$ cat src/tht_pkg.sv
// package: constants, register map and states of the thermal throttle
package tht_pkg;

	// core clock rate in MHz
	localparam int CLK_MHZ      = 125;
	// clock stop per ratio step, least time
	localparam int STOP_NS      = 500;
	localparam int STOP_CYC     = (STOP_NS * CLK_MHZ + 999) / 1000;
	// longest whole ratio transition
	localparam int TRANS_NS     = 2000;
	localparam int TRANS_CYC    = TRANS_NS * CLK_MHZ / 1000;
	// wait before the next step down
	localparam int STEP_US      = 1000;
	localparam int STEP_CYC_D   = STEP_US * CLK_MHZ;
	// hysteresis before recovery starts
	localparam int HYST_US      = 100;
	localparam int HYST_CYC_D   = HYST_US * CLK_MHZ;
	// combined gating and ratio time before critical flag
	localparam int CRIT_MS      = 20;
	localparam int CRIT_CYC_D   = CRIT_MS * 1000 * CLK_MHZ;
	// least spacing of two external hot assertions
	localparam int TOG_US       = 1500;
	localparam int TOG_CYC_D    = TOG_US * CLK_MHZ;
	// fixed modulation period and clock-off part (40 % on)
	localparam int MOD_PER_US   = 40;
	localparam int MOD_PER_D    = MOD_PER_US * CLK_MHZ;
	localparam int MOD_OFF_US   = 24;
	localparam int MOD_OFF_D    = MOD_OFF_US * CLK_MHZ;
	// longest clock-off run allowed while modulating
	localparam int OFF_MAX_US   = 32;
	localparam int OFF_MAX_CYC  = OFF_MAX_US * CLK_MHZ;
	// width of the long counters
	localparam int CNT_W        = 22;

	// register byte offsets
	localparam logic [11:0] CTRL_OFS = 12'h000;
	localparam logic [11:0] STAT_OFS = 12'h004;
	// control fields and reset value (bidirectional pin)
	localparam int CTRL_INONLY  = 0;
	localparam int CTRL_IE_AS   = 1;
	localparam int CTRL_IE_DE   = 2;
	localparam logic [2:0] CTRL_RST = 3'h0;
	// status fields
	localparam int ST_CRIT      = 0;
	localparam int ST_EV_AS     = 1;
	localparam int ST_EV_DE     = 2;
	localparam int ST_TCC       = 3;
	localparam int ST_MOD       = 4;
	localparam int ST_EXT       = 5;
	localparam int ST_LOCK      = 6;
	localparam int ST_TRIP      = 7;
	localparam int ST_RATIO_LSB = 8;
	localparam int ST_VC_LSB    = 16;
	localparam int ST_STATE_LSB = 24;

	// throttle sequencer states
	typedef enum logic [3:0] {
		S_IDLE    = 4'h0,
		S_DN_STOP = 4'h1,
		S_DN_VOLT = 4'h2,
		S_WAIT    = 4'h3,
		S_GATE    = 4'h4,
		S_COMB    = 4'h5,
		S_HYST    = 4'h6,
		S_UP_VOLT = 4'h7,
		S_UP_STOP = 4'h8,
		S_EXT     = 4'h9
	} tht_state_e;

endpackage : tht_pkg

$ cat src/tht_mod_if.sv
// interface: modulation request and clock gate between sequencer and generator
`timescale 1ns/1ps
`default_nettype none
interface tht_mod_if;
	logic en;   // modulation wanted
	logic gate; // clocks off now
	modport ctl (output en, input gate);
	modport gen (input en, output gate);
endinterface : tht_mod_if
`default_nettype wire

$ cat src/tht_clkmod.sv
// module: fixed-duty clock modulation generator
`timescale 1ns/1ps
`default_nettype none
module tht_clkmod
	import tht_pkg::*;
#(
	parameter int PER = MOD_PER_D, // period in core cycles
	parameter int OFF = MOD_OFF_D  // clock-off cycles per period
)(
	input  wire logic clk,
	input  wire logic rst_n,
	input  wire logic ce,
	tht_mod_if.gen    m
);
	localparam int CW = $clog2(PER);

	// generator state
	typedef struct packed {
		logic [CW-1:0] cnt; // position in period
		logic          gate; // clocks off
	} tht_cm_s;

	tht_cm_s s_r;
	tht_cm_s s_nxt;

	// counts core cycles only, so timing ignores the ratio
	always_comb begin
		s_nxt = s_r;
		if (!m.en) begin
			// idle: restart period at an off phase
			s_nxt.cnt  = '0;
			s_nxt.gate = 1'b0;
		end else begin
			s_nxt.cnt  = (s_r.cnt == CW'(PER - 1)) ? '0 : s_r.cnt + 1'b1;
			s_nxt.gate = (s_r.cnt < CW'(OFF));
		end
	end

	// state register
	always_ff @(posedge clk) begin
		if (!rst_n) begin
			s_r <= '0;
		end else if (ce) begin
			s_r <= s_nxt;
		end
	end

	assign m.gate = s_r.gate;

endmodule : tht_clkmod
`default_nettype wire

$ cat src/tht_throttle.sv
// module: adaptive thermal throttle sequencer with hot pin and bus registers
//
// Register access over AHB-Lite and the register offsets were chosen for this implementation.
`timescale 1ns/1ps
`default_nettype none
module tht_throttle
	import tht_pkg::*;
#(
	parameter logic [7:0] RATIO_NOM = 8'h24, // nominal ratio
	parameter logic [7:0] RATIO_MIN = 8'h08, // lowest ratio
	parameter logic [7:0] VC_NOM    = 8'h50, // voltage code at nominal
	parameter logic [7:0] VC_STEP   = 8'h02, // code change per ratio step
	parameter int         STEP_CYC  = STEP_CYC_D,
	parameter int         HYST_CYC  = HYST_CYC_D,
	parameter int         CRIT_CYC  = CRIT_CYC_D,
	parameter int         TOG_CYC   = TOG_CYC_D,
	parameter int         MOD_PER   = MOD_PER_D,
	parameter int         MOD_OFF   = MOD_OFF_D
)(
	input  wire logic        CORE_CLK,
	input  wire logic        RST_N,
	input  wire logic        CE,
	input  wire logic        HSEL,
	input  wire logic [31:0] HADDR,
	input  wire logic [1:0]  HTRANS,
	input  wire logic        HWRITE,
	input  wire logic [2:0]  HSIZE,
	input  wire logic [31:0] HWDATA,
	input  wire logic        HREADY,
	output logic      [31:0] HRDATA,
	output logic             HREADYOUT,
	output logic             HRESP,
	input  wire logic [7:0]  TEMP_OFF,
	input  wire logic        TEMP_HOT5,
	input  wire logic        TEMP_CATA,
	input  wire logic        PROC_HOT_N_I,
	output logic             PROC_HOT_N_O,
	output logic             PROC_HOT_N_OE,
	output logic             THERMAL_TRIP_N,
	output logic             CLK_STOP,
	output logic      [7:0]  RATIO,
	output logic      [7:0]  VCODE,
	output logic             TCC_ACTIVE,
	output logic             PROC_HOT_EVT
);

	// all state of the block outside the modulation generator
	typedef struct packed {
		tht_state_e       st;     // sequencer state
		logic [7:0]       ratio;  // current core ratio
		logic [7:0]       vcode;  // current voltage code
		logic             mod;    // modulation requested
		logic             crit;   // critical temperature flag
		logic [CNT_W-1:0] cnt;    // step, stop and hysteresis timer
		logic [CNT_W-1:0] ccnt;   // combined-active timer
		logic [CNT_W-1:0] tcnt;   // toggle window timer
		logic             tarm;   // toggle window open
		logic             lock;   // minimum state held for good
		logic             trip;   // catastrophic trip latched
		logic [1:0]       hs;     // hot pin synchroniser
		logic [2:0]       drv;    // own drive history
		logic             ext_d;  // external hot, last cycle
		logic [2:0]       ctrl;   // control register
		logic             ev_as;  // pin assertion event
		logic             ev_de;  // pin release event
		logic             wr_pend; // write data phase due
		logic             wr_ctrl; // write targets control
		logic             wr_stat; // write targets status
		logic [31:0]      rdata;  // read data register
		logic [CNT_W-1:0] offc;   // length of current clock-off run
	} tht_top_s;

	localparam tht_top_s RST_S = '{
		st:    S_IDLE,
		ratio: RATIO_NOM,
		vcode: VC_NOM,
		hs:    2'b11,
		ctrl:  CTRL_RST,
		default: '0
	};

	tht_top_s s_r;
	tht_top_s s_nxt;

	// voltage code belonging to a ratio
	function automatic logic [7:0] vc_of(input logic [7:0] r);
		vc_of = VC_NOM - 8'((RATIO_NOM - r) * VC_STEP);
	endfunction : vc_of

	logic        hot;       // reading at activation point
	logic        drive;     // we pull the hot pin low
	logic        ext;       // someone else pulls it low
	logic        ext_rise;  // external assertion edge
	logic        ext_fall;  // external release edge
	logic        acc;       // bus address phase taken
	logic        comb_act;  // gating and minimum ratio both on while the reading is hot
	logic [31:0] ctrl_word; // control as read
	logic [31:0] stat_word; // status as read

	tht_mod_if mif ();

	// modulation generator on the core clock
	tht_clkmod #(
		.PER (MOD_PER),
		.OFF (MOD_OFF)
	) u_clkmod (
		.clk   (CORE_CLK),
		.rst_n (RST_N),
		.ce    (CE),
		.m     (mif)
	);

	// sensor reports offset below maximum, zero is the trip point
	assign hot = (TEMP_OFF == 8'h00);
	// drive pin only in bidirectional mode and own activation
	assign drive = !s_r.ctrl[CTRL_INONLY] && (s_r.st != S_IDLE) && (s_r.st != S_EXT);
	// ignore low pin while our own drive may still echo back
	assign ext = !s_r.hs[1] && (s_r.drv == 3'h0) && !drive;
	assign ext_rise = ext && !s_r.ext_d;
	assign ext_fall = !ext && s_r.ext_d;
	assign acc = HSEL && HTRANS[1] && HREADY;
	assign comb_act = s_r.mod && (s_r.ratio == RATIO_MIN) && hot;
	assign mif.en = s_r.mod;

	// register read images
	always_comb begin
		ctrl_word = '0;
		ctrl_word[2:0] = s_r.ctrl;
		stat_word = '0;
		stat_word[ST_CRIT] = s_r.crit;
		stat_word[ST_EV_AS] = s_r.ev_as;
		stat_word[ST_EV_DE] = s_r.ev_de;
		stat_word[ST_TCC] = (s_r.st != S_IDLE);
		stat_word[ST_MOD] = s_r.mod;
		stat_word[ST_EXT] = s_r.ext_d;
		stat_word[ST_LOCK] = s_r.lock;
		stat_word[ST_TRIP] = s_r.trip;
		stat_word[ST_RATIO_LSB +: 8] = s_r.ratio;
		stat_word[ST_VC_LSB +: 8] = s_r.vcode;
		stat_word[ST_STATE_LSB +: 4] = s_r.st;
	end

	// next state of the block outside the modulation generator
	always_comb begin
		s_nxt = s_r;
		// pin synchroniser, second flop is the only reader
		s_nxt.hs = {s_r.hs[0], PROC_HOT_N_I};
		s_nxt.drv = {s_r.drv[1:0], drive};
		s_nxt.ext_d = ext;

		// bus: data phase of a write, clears come first
		s_nxt.wr_pend = 1'b0;
		if (s_r.wr_pend && s_r.wr_ctrl) begin
			s_nxt.ctrl = HWDATA[2:0];
		end
		if (s_r.wr_pend && s_r.wr_stat) begin
			// write one to clear sticky bits
			if (HWDATA[ST_CRIT]) s_nxt.crit = 1'b0;
			if (HWDATA[ST_EV_AS]) s_nxt.ev_as = 1'b0;
			if (HWDATA[ST_EV_DE]) s_nxt.ev_de = 1'b0;
		end
		// bus: address phase
		if (acc) begin
			s_nxt.wr_pend = HWRITE;
			s_nxt.wr_ctrl = (HADDR[11:0] == CTRL_OFS);
			s_nxt.wr_stat = (HADDR[11:0] == STAT_OFS);
			if (!HWRITE) begin
				unique case (HADDR[11:0])
					CTRL_OFS: s_nxt.rdata = ctrl_word;
					STAT_OFS: s_nxt.rdata = stat_word;
					default:  s_nxt.rdata = '0; // unmapped reads zero
				endcase
			end
		end

		// pin edge events, set wins over clear
		if (ext_rise && s_r.ctrl[CTRL_IE_AS]) begin
			s_nxt.ev_as = 1'b1;
		end
		if (ext_fall && s_r.ctrl[CTRL_IE_DE]) begin
			s_nxt.ev_de = 1'b1;
		end

		// toggle window after each external assertion
		if (s_r.tarm) begin
			s_nxt.tcnt = s_r.tcnt + 1'b1;
			if (s_r.tcnt == CNT_W'(TOG_CYC - 1)) begin
				s_nxt.tarm = 1'b0;
			end
		end
		if (ext_rise) begin
			// second assertion inside window locks minimum
			if (s_r.tarm) s_nxt.lock = 1'b1;
			s_nxt.tarm = 1'b1;
			s_nxt.tcnt = '0;
		end

		// catastrophic trip latches until reset
		if (TEMP_CATA) begin
			s_nxt.trip = 1'b1;
		end

		// off run length, kept for the limit check only
		s_nxt.offc = mif.gate ? s_r.offc + 1'b1 : '0;

		// combined time, flag when it exceeds the limit
		if (comb_act) begin
			if (s_r.ccnt == CNT_W'(CRIT_CYC)) begin
				s_nxt.crit = 1'b1;
			end else begin
				s_nxt.ccnt = s_r.ccnt + 1'b1;
			end
		end else begin
			s_nxt.ccnt = '0;
		end

		// sequencer
		if (ext || s_r.lock) begin
			// external hot: straight to minimum, no gating
			s_nxt.st = S_EXT;
			s_nxt.ratio = RATIO_MIN;
			s_nxt.vcode = vc_of(RATIO_MIN);
			s_nxt.mod = 1'b0;
		end else begin
			unique case (s_r.st)
				S_IDLE: begin
					// activation at zero reading
					if (hot) begin
						s_nxt.cnt = '0;
						s_nxt.st = (s_r.ratio == RATIO_MIN) ? S_GATE : S_DN_STOP;
						s_nxt.mod = (s_r.ratio == RATIO_MIN);
					end
				end
				S_DN_STOP: begin
					// clocks held off, ratio drops at the end
					s_nxt.cnt = s_r.cnt + 1'b1;
					if (s_r.cnt == CNT_W'(STOP_CYC - 1)) begin
						s_nxt.ratio = s_r.ratio - 8'h01;
						s_nxt.st = S_DN_VOLT;
					end
				end
				S_DN_VOLT: begin
					// clocks run again, voltage follows
					s_nxt.vcode = vc_of(s_r.ratio);
					s_nxt.cnt = '0;
					s_nxt.st = S_WAIT;
				end
				S_WAIT: begin
					// check the reading after each step
					s_nxt.cnt = s_r.cnt + 1'b1;
					if (TEMP_HOT5 && s_r.ratio != RATIO_MIN) begin
						s_nxt.ratio = RATIO_MIN;
						s_nxt.vcode = vc_of(RATIO_MIN);
						s_nxt.mod = 1'b1;
						s_nxt.st = S_COMB;
					end else if (!hot) begin
						s_nxt.cnt = '0;
						s_nxt.st = S_HYST;
					end else if (s_r.cnt == CNT_W'(STEP_CYC - 1)) begin
						s_nxt.cnt = '0;
						if (s_r.ratio == RATIO_MIN) begin
							s_nxt.mod = 1'b1;
							s_nxt.st = S_GATE;
						end else begin
							s_nxt.st = S_DN_STOP;
						end
					end
				end
				S_GATE: begin
					// minimum ratio with modulation
					if (!hot) begin
						s_nxt.cnt = '0;
						s_nxt.st = S_HYST;
					end
				end
				S_COMB: begin
					// combined state ends without hysteresis
					if (!hot) begin
						s_nxt.mod = 1'b0;
						s_nxt.st = S_UP_VOLT;
					end
				end
				S_HYST: begin
					// cooled: wait out the hysteresis timer
					s_nxt.cnt = s_r.cnt + 1'b1;
					if (hot) begin
						s_nxt.cnt = '0;
						s_nxt.st = (s_r.mod) ? S_GATE : S_WAIT;
					end else if (s_r.cnt == CNT_W'(HYST_CYC - 1)) begin
						s_nxt.mod = 1'b0;
						s_nxt.st = (s_r.ratio == RATIO_NOM) ? S_IDLE : S_UP_VOLT;
					end
				end
				S_UP_VOLT: begin
					// voltage rises ahead of the ratio
					s_nxt.vcode = vc_of(s_r.ratio + 8'h01);
					s_nxt.cnt = '0;
					s_nxt.st = S_UP_STOP;
				end
				S_UP_STOP: begin
					// clocks off while ratio climbs one step
					s_nxt.cnt = s_r.cnt + 1'b1;
					if (s_r.cnt == CNT_W'(STOP_CYC - 1)) begin
						s_nxt.ratio = s_r.ratio + 8'h01;
						s_nxt.cnt = '0;
						if (hot) begin
							s_nxt.st = S_WAIT;
						end else if (s_r.ratio + 8'h01 == RATIO_NOM) begin
							s_nxt.st = S_IDLE;
						end else begin
							s_nxt.st = S_UP_VOLT;
						end
					end
				end
				S_EXT: begin
					// pin released: climb back step by step
					s_nxt.st = S_UP_VOLT;
				end
				default: begin
					s_nxt.st = S_IDLE;
				end
			endcase
		end
	end

	// state register, frozen while clock enable is low
	always_ff @(posedge CORE_CLK) begin
		if (!RST_N) begin
			s_r <= RST_S;
		end else if (CE) begin
			s_r <= s_nxt;
		end
	end

	// outputs; snoop and interrupt logic is not gated here
	assign CLK_STOP = (s_r.st == S_DN_STOP) || (s_r.st == S_UP_STOP) || mif.gate || s_r.trip;
	assign THERMAL_TRIP_N = !s_r.trip;
	assign PROC_HOT_N_O = 1'b0;
	assign PROC_HOT_N_OE = drive;
	assign RATIO = s_r.ratio;
	assign VCODE = s_r.vcode;
	assign TCC_ACTIVE = (s_r.st != S_IDLE);
	assign PROC_HOT_EVT = s_r.ev_as || s_r.ev_de;
	assign HRDATA = s_r.rdata;
	assign HREADYOUT = 1'b1;
	assign HRESP = 1'b0;
endmodule : tht_throttle
`default_nettype wire

$ cat config.mk
export PLATFORM = sky130hd
export DESIGN_NAME = tht_throttle
export DESIGN_NICKNAME = d
export VERILOG_FILES = /design/src/tht_pkg.sv /design/src/tht_mod_if.sv /design/src/tht_clkmod.sv /design/src/tht_throttle.sv
export SDC_FILE = /design/constraint.sdc
export NUM_CORES = 1
export LEC_CHECK = 0
export ABC_AREA = 0
export BUFFER_PORTS_ARGS = -buffer_cell sky130_fd_sc_hd__buf_2
export CELL_PAD_IN_SITES_DETAIL_PLACEMENT = 1
export CELL_PAD_IN_SITES_GLOBAL_PLACEMENT = 1
export CORE_AREA = 2 2 152 154
export DETAILED_ROUTE_END_ITERATION = 8
export DIE_AREA = 0 0 154 156
export PLACE_DENSITY = 0.85
export SKIP_CTS_REPAIR_TIMING = 1
export SYNTH_ARGS = -nofsm -noshare
export SYNTH_HDL_FRONTEND = slang
export SYNTH_SLANG_ARGS = --single-unit
export TNS_END_PERCENT = 10
$ cat constraint.sdc
create_clock -name CORE_CLK -period 2.7 [get_ports CORE_CLK]
set_input_delay 0.27 -clock CORE_CLK [delete_from_list [all_inputs] [get_ports CORE_CLK]]
set_output_delay 0.27 -clock CORE_CLK [all_outputs]
set_load 0.1 [all_outputs]
Word-level counts from Yosys, hierarchy flattened. Cells that the tools add are included.

Bitwise logic cells: 2. Reduce and logical (&&, ||, !) cells: 55. Muxes and demuxes: 57. Eq/ne operators: 37. Order comparisons: 1. Add/subtract/negate cells: 10.

Operators by type and width (number): 22-bit two-way mux (9); 22-bit case mux with 7 select lines (1); 22-bit by 1-bit adder with 22-bit output, second input constant (3); 28-bit case mux with 2 select lines (1); 8-bit case mux with 3 select lines (2); 4-bit case mux with 10 select lines (1); 4-bit two-way mux (9); 35-bit two-way mux (1); 32-bit two-way mux (1); 12-bit two-way mux (2); 24-bit two-way mux (1); 3-bit inequality test, second input constant (8); 23-bit two-way mux (1); 22-bit by 14-bit == test with 1-bit output, second input constant (1); 22-bit by 17-bit == test with 1-bit output, second input constant (1); 22-bit by 18-bit == test with 1-bit output, second input constant (1); 22-bit == test, second input constant (1); 22-bit by 6-bit == test with 1-bit output, second input constant (1); 21-bit two-way mux (1); 4-bit inequality test, second input constant (5); 1-bit two-way mux (18); 4-bit by 3-bit == test with 1-bit output, second input constant (4); 8-bit by 6-bit == test with 1-bit output, second input constant (2); 16-bit two-way mux (1); 38 further kinds (86).

Bits of input ports: 86. Register bits: 151. Output and inout port bits: 56. Word-level logic and storage cells: 185.

Logic depth before layout (Yosys ltp).
Depth in word-level cells: 10. Depth in mapped cells: 13. Depth with buffers taken out: 12.

Cells and area by module. A second synthesis with hierarchy kept.

Cells, all modules: 1035. Area, all modules: 8161.6 um^2.

Modules (own cells, without submodules): tht_throttle (seq. area each 2622.5 um^2, area each 7474.7 um^2, times used 1, cells each 957); tht_clkmod (seq. area each 280.3 um^2, area each 686.9 um^2, times used 1, cells each 78).

Worst setup path after synthesis. OpenSTA, ideal clock, no wires.

Path kind: flip-flop to flip-flop. Start: register s_r, in the netlist RATIO[0]. End: register s_r, in the netlist VCODE[7]. Cell stages (with the launch flop): 11. Arrival: 2676 ps. Setup time: 122 ps. Slack: -98 ps. Path buffers: 1. Clock period less this slack: 2798 ps. Data required time: 2578 ps. Path through: dfxtp_1 clkbuf_1 inv_1 ha_1 a21oi_1 ha_1 a221oi_4 mux2_4 o22ai_1 nor4b_1 a311o_1.

Cells in the longest elaborated chain, start to end: 5. Elaborated cells on any way between the ends: 11. Classes of those cells: 5 x add/sub; 2 x eq/ne; 2 x mux; 2 x reduce/logical.

Ends and longest elaborated chain: start, declared (line tht_throttle.sv:82) `tht_top_s s_r;`; start signal, assigned (line tht_throttle.sv:331) `s_r <= s_nxt;`; 8-bit by 1-bit adder with 8-bit output; 6-bit by 7-bit subtractor with 7-bit output (line tht_throttle.sv:87) `vc_of = VC_NOM - 8'((RATIO_NOM - r) * VC_STEP);`; 7-bit by 8-bit subtractor with 8-bit output (line tht_throttle.sv:87); 8-bit case mux with 3 select lines (line tht_throttle.sv:225) `unique case (s_r.st)`; 21-bit two-way mux (line tht_throttle.sv:218) `if (ext || s_r.lock) begin`.

Parallel ways exist; a longest one is shown, timed or not. A chain may end at the register's enable or synchronous reset.

Worst setup path in the final report.
Start: register s_r[158] (netlist name). End: register s_r, in the netlist VCODE[6].

Cells in the longest elaborated chain, start to end: 8. Elaborated cells on any way between the ends: 15. Classes of those cells: 5 x eq/ne; 2 x mux; 8 x reduce/logical.

Ends and longest elaborated chain: 4-bit nonzero test (line tht_throttle.sv:116) `assign drive = !s_r.ctrl[CTRL_INONLY] && (s_r.st != S_IDLE) && (s_r.st != S_EXT);`; 1-bit logical AND (2 in a row) (line tht_throttle.sv:116); 1-bit logical NOT (line tht_throttle.sv:118) `assign ext = !s_r.hs[1] && (s_r.drv == 3'h0) && !drive;`; 1-bit logical AND (line tht_throttle.sv:118); 1-bit logical OR (line tht_throttle.sv:218); 3-bit inequality test (no source line) or 4-bit nonzero test (tied branches); 3-bit AND reduction (no source line).

Parallel ways exist; a longest one is shown, timed or not.

==> qor.txt <==
RUN STATUS
-------------------------------------------------------------------------------------------------
Run status ......................................................................... finished, final reports clean

PLACE
-------------------------------------------------------------------------------------------------
Post-detail-place hpwl ............................................................. 17500 microns
Final RePlAce weighted congestion ..................................................        0.879
Area of placed instances ...........................................................   8880 sq um
Post-Place Worst Slack .............................................................   -0.0496 ns
Port Buffers .......................................................................           79
Placed cells .......................................................................         1346

YOSYS
-------------------------------------------------------------------------------------------------
Number of cells produced by synthesis ..............................................         1032
Post-synthesis simple-gate area fraction ...........................................        0.295
Fraction of synthesized area in multiplexers .......................................       0.0197
Most area-consuming cells after synthesis .......................................... sky130_fd_sc_hd__dfxtp_1, sky130_fd_sc_hd__nor2_1, sky130_fd_sc_hd__buf_4, sky130_fd_sc_hd__nand2_1, sky130_fd_sc_hd__xor2_1
Dominant cell by count in the synthesized netlist .................................. sky130_fd_sc_hd__dfxtp_1
Share of synthesized area occupied by flip-flops and latches .......................        0.347
YS warnings ........................................................................            0
Fraction of the mapped netlist area in compound gates ..............................        0.168
Combined area of all synthesized cells .............................................   8370 sq um
Number of distinct library cell variants in the gate-level netlist after synthesis .           92
Combinational family with the most area after synthesis ............................ simple AND/OR/NAND/NOR gates
Flops & latches, synth .............................................................          145
Async set or reset register ratio after synthesis ..................................            0
Mean area per synthesized cell .....................................................   8.11 sq um
Share of the synthesized area in the top cell type .................................        0.347
Biggest area consumer among synthesized cells ...................................... sky130_fd_sc_hd__dfxtp_1
Post-Synth XOR/XNOR Area ...........................................................       0.0644
Dominant synthesized flop cell ..................................................... sky130_fd_sc_hd__dfxtp_1
Synthesized-area fraction occupied by adder cells ..................................       0.0149
Top cells by count, synth .......................................................... sky130_fd_sc_hd__dfxtp_1, sky130_fd_sc_hd__nor2_1, sky130_fd_sc_hd__nand2_1, sky130_fd_sc_hd__buf_4, sky130_fd_sc_hd__a21oi_1
Number of synthesized flops with an enable pin .....................................            0

TIMING
-------------------------------------------------------------------------------------------------
Crit path setup slack, layout ......................................................   0.00464 ns
Actual transition at the worst max-transition pin ..................................     0.722 ns
Fmax ...............................................................................    0.371 GHz
Worst hold margin ..................................................................     0.104 ns
Final setup violation count ........................................................            0
Count of endpoints failing hold in the final timing report .........................            0
Slew Limit Fails ...................................................................            0
Clk_skew ...........................................................................    0.0164 ns
Max-slew headroom ..................................................................        0.518
Aggregate negative setup slack .....................................................         0 ns
Unrepaired setup endpoints after global routing ....................................          yes
Final critical path time including I/O delays and setup ............................      2.70 ns
Fin crit share .....................................................................        0.998

DETAILED ROUTING
-------------------------------------------------------------------------------------------------
Remaining DRCs .....................................................................            0
Initial DRT Pass Iterations ........................................................            7
WL per Instance .................................................................... 18.2 microns
Number of vias after detailed routing ..............................................         7800
Detail Route Antenna Nets ..........................................................            0
Post-detailed-route via-to-cell ratio ..............................................         5.66
Total routed wirelength ............................................................ 25000 microns
Drt first-iter violations ..........................................................          398

DIE
-------------------------------------------------------------------------------------------------
Area inside the core boundary ......................................................  22400 sq um
Standard-cell rows .................................................................           55
Initial core utilization ...........................................................        0.374
Area of the die ....................................................................  24000 sq um
Number of ports placed on the die boundary .........................................          142
Die span in y ......................................................................  156 microns
Die width ..........................................................................  154 microns

CRITICAL PATH
-------------------------------------------------------------------------------------------------
Worst stage delay on the critical path .............................................      0.39 ns
WP data required ...................................................................      2.97 ns
Top delay family on crit path ...................................................... compound AO/OA/AOI/OAI gates
Cell breakdown of the critical path ................................................ and4b_4 -> a21boi_1 -> nor2_1 -> inv_1 -> ha_1 -> a221oi_4 -> buf_6 -> nand2_1 -> o311a_4 -> o311ai_2 -> nand4b_1
Crit start category ................................................................    flip-flop
Data arrival, critical path ........................................................      2.97 ns
Critical path start-end classification ............................................. flip-flop to flip-flop
CP endpoint kind ...................................................................    flip-flop
Largest driver fanout on the critical path .........................................            7
Max stage delay cell, worst path ................................................... sky130_fd_sc_hd__and4b_4
Count of buffering cells on the critical path with inverters included ..............            2

GLOBAL ROUTING
-------------------------------------------------------------------------------------------------
Via count of the first global-routing pass .........................................         8082
Total track usage ..................................................................        0.208
Pin count of the biggest net entering global routing ...............................           42
Global-route wire length before repair ............................................. 40800 microns
Overflow left after global routing .................................................            0
Number of antenna violations at the first check in global routing ..................            0

CTS
-------------------------------------------------------------------------------------------------
Clock transition at path regs ......................................................      0.06 ns
H-tree Lvls ........................................................................            4
CTS sink count .....................................................................          145
Root buffer selected by CTS ........................................................ sky130_fd_sc_hd__clkbuf_16
CTS Buffer Depth ...................................................................            2
CTS tree ...........................................................................         done
Clock buffers created by TritonCTS .................................................           17
Clock network latency to the later pin of the worst-skew pair ......................      0.43 ns

FINAL LAYOUT
-------------------------------------------------------------------------------------------------
ANT cells ..........................................................................            0
Core occupancy in the finished layout ..............................................        0.428
Share of final-layout standard cells stronger than drive strength 1 ................        0.204
Filler-free cell count of the finished design ......................................         1378
Layout Area Growth over Synthesis ..................................................        14.4%
Area of the multi-input gates ......................................................   4850 sq um
Filler cell count ..................................................................         2651
Total Nets Final ...................................................................         1176
Sequential standard cell area ......................................................   2900 sq um
Post-layout instance area ..........................................................   9580 sq um

PWR
-------------------------------------------------------------------------------------------------
Clock power frac ...................................................................        0.328
Pleak ..............................................................................      3.64 nW
Maximum vdd drop ...................................................................   0.000476 V
Switching power ....................................................................      2.75 mW
Part of the total power dissipated in combinational logic ..........................        0.353
Overall Power ......................................................................      7.21 mW
Internal power .....................................................................      4.46 mW
Total power density per cell area ..................................................  752 nW/um^2
Switching portion of total power ...................................................        0.381
Share of total power in sequential cells ...........................................        0.319

HOLD PATH
-------------------------------------------------------------------------------------------------
Type of the tightest min-delay check ............................................... input port to flip-flop

JOB
-------------------------------------------------------------------------------------------------
Max-Cap Viols ......................................................................            0

flip-flops by register name, summed over array words and instances, names as in the netlist:
| signal | count |
|---|---|
| HRDATA | 27 |
| u_clkmod.m.gate | 1 |
| s_r | 82 |
| RATIO | 8 |
| VCODE | 7 |
| s_nxt | 3 |
| u_clkmod.s_r | 13 |
| mif.en | 1 |
| ctrl_word | 3 |
routing by layer:
metal,GRT usage,share of wire,vias up
met2,0.378,0.51,174
met1,0.250,0.44,3864
met5,0,0,-
li1,-,-,3737
met3,0.0331,0.036,25
met4,0.0676,0.014,0
layout make-up:
class | instances | area share
Inverter | 26 | 0.0102
Multi-Input combinational cell | 760 | 0.506
Sequential cell | 145 | 0.303
Clock inverter | 12 | 0.0140
Timing Repair Buffer | 130 | 0.0824
Tap cell | 285 | 0.0372
Clock buffer | 20 | 0.0466
power by group through the flow:
stage / sequential (mW) / combinational (mW) / clock (mW)
4_1_cts: 2.29 / 2.39 / 2.41
3_3_place_gp: 2.33 / 2.27 / 0
5_1_grt: 2.31 / 2.72 / 2.49
3_5_place_dp: 2.34 / 2.35 / 0
6_report: 2.30 / 2.54 / 2.36
2_1_floorplan: 2.31 / 1.83 / 0
worst min-delay path: stages:
cell and delay, ns:
sky130_fd_sc_hd__buf_2 0.10, sky130_fd_sc_hd__mux2i_1 0.07, sky130_fd_sc_hd__nand2_1 0.07
path summary, 6_finish.rpt:
| kind | start | end | slack, ns | depth (start not counted) |
|---|---|---|---|---|
| worst min register to register | s_r[67] | s_r[67] | 0.49 | 2 |
| worst max register to register | s_r[158] | VCODE[6] | 0.005 | 11 |
| worst max-delay path | s_r[158] | VCODE[6] | 0.005 | 11 |
| worst min-delay path | PROC_HOT_N_I | s_nxt[67] | 0.10 | 3 |
cells by family (layout without fill, tap and decap cells):
| group | Yosys count | count (layout) |
|---|---|---|
| AO/OA/AOI/OAI | 199 | 199 |
| XOR/XNOR | 60 | 60 |
| adder cells (fa/ha/maj) | 10 | 10 |
| buffers and inverters | 134 | 188 |
| flip-flops | 145 | 145 |
| multiplexers | 16 | 16 |
| other | 2 | 9 |
| AND/OR/NAND/NOR | 466 | 466 |
placed cells by master, fill, tap and decap left out, drive strengths merged, types with 6 or more instances in the layout:
cell type,count
or4,7
nor3,18
nor4b,7
xor2,36
xnor2,23
inv,26
nand3,42
a41oi,6
buf,130
nor4,37
a22oi,35
or3,9
a21oi,49
dfxtp,145
nand4,25
nor2,156
clkbuf,20
and3,17
o22ai,7
a21o,8
mux2i,15
a311oi,7
o21ai,35
nor2b,7
and2,10
conb,9
nand2,94
ha,10
No activity file was read; power rests on OpenSTA's default activity.
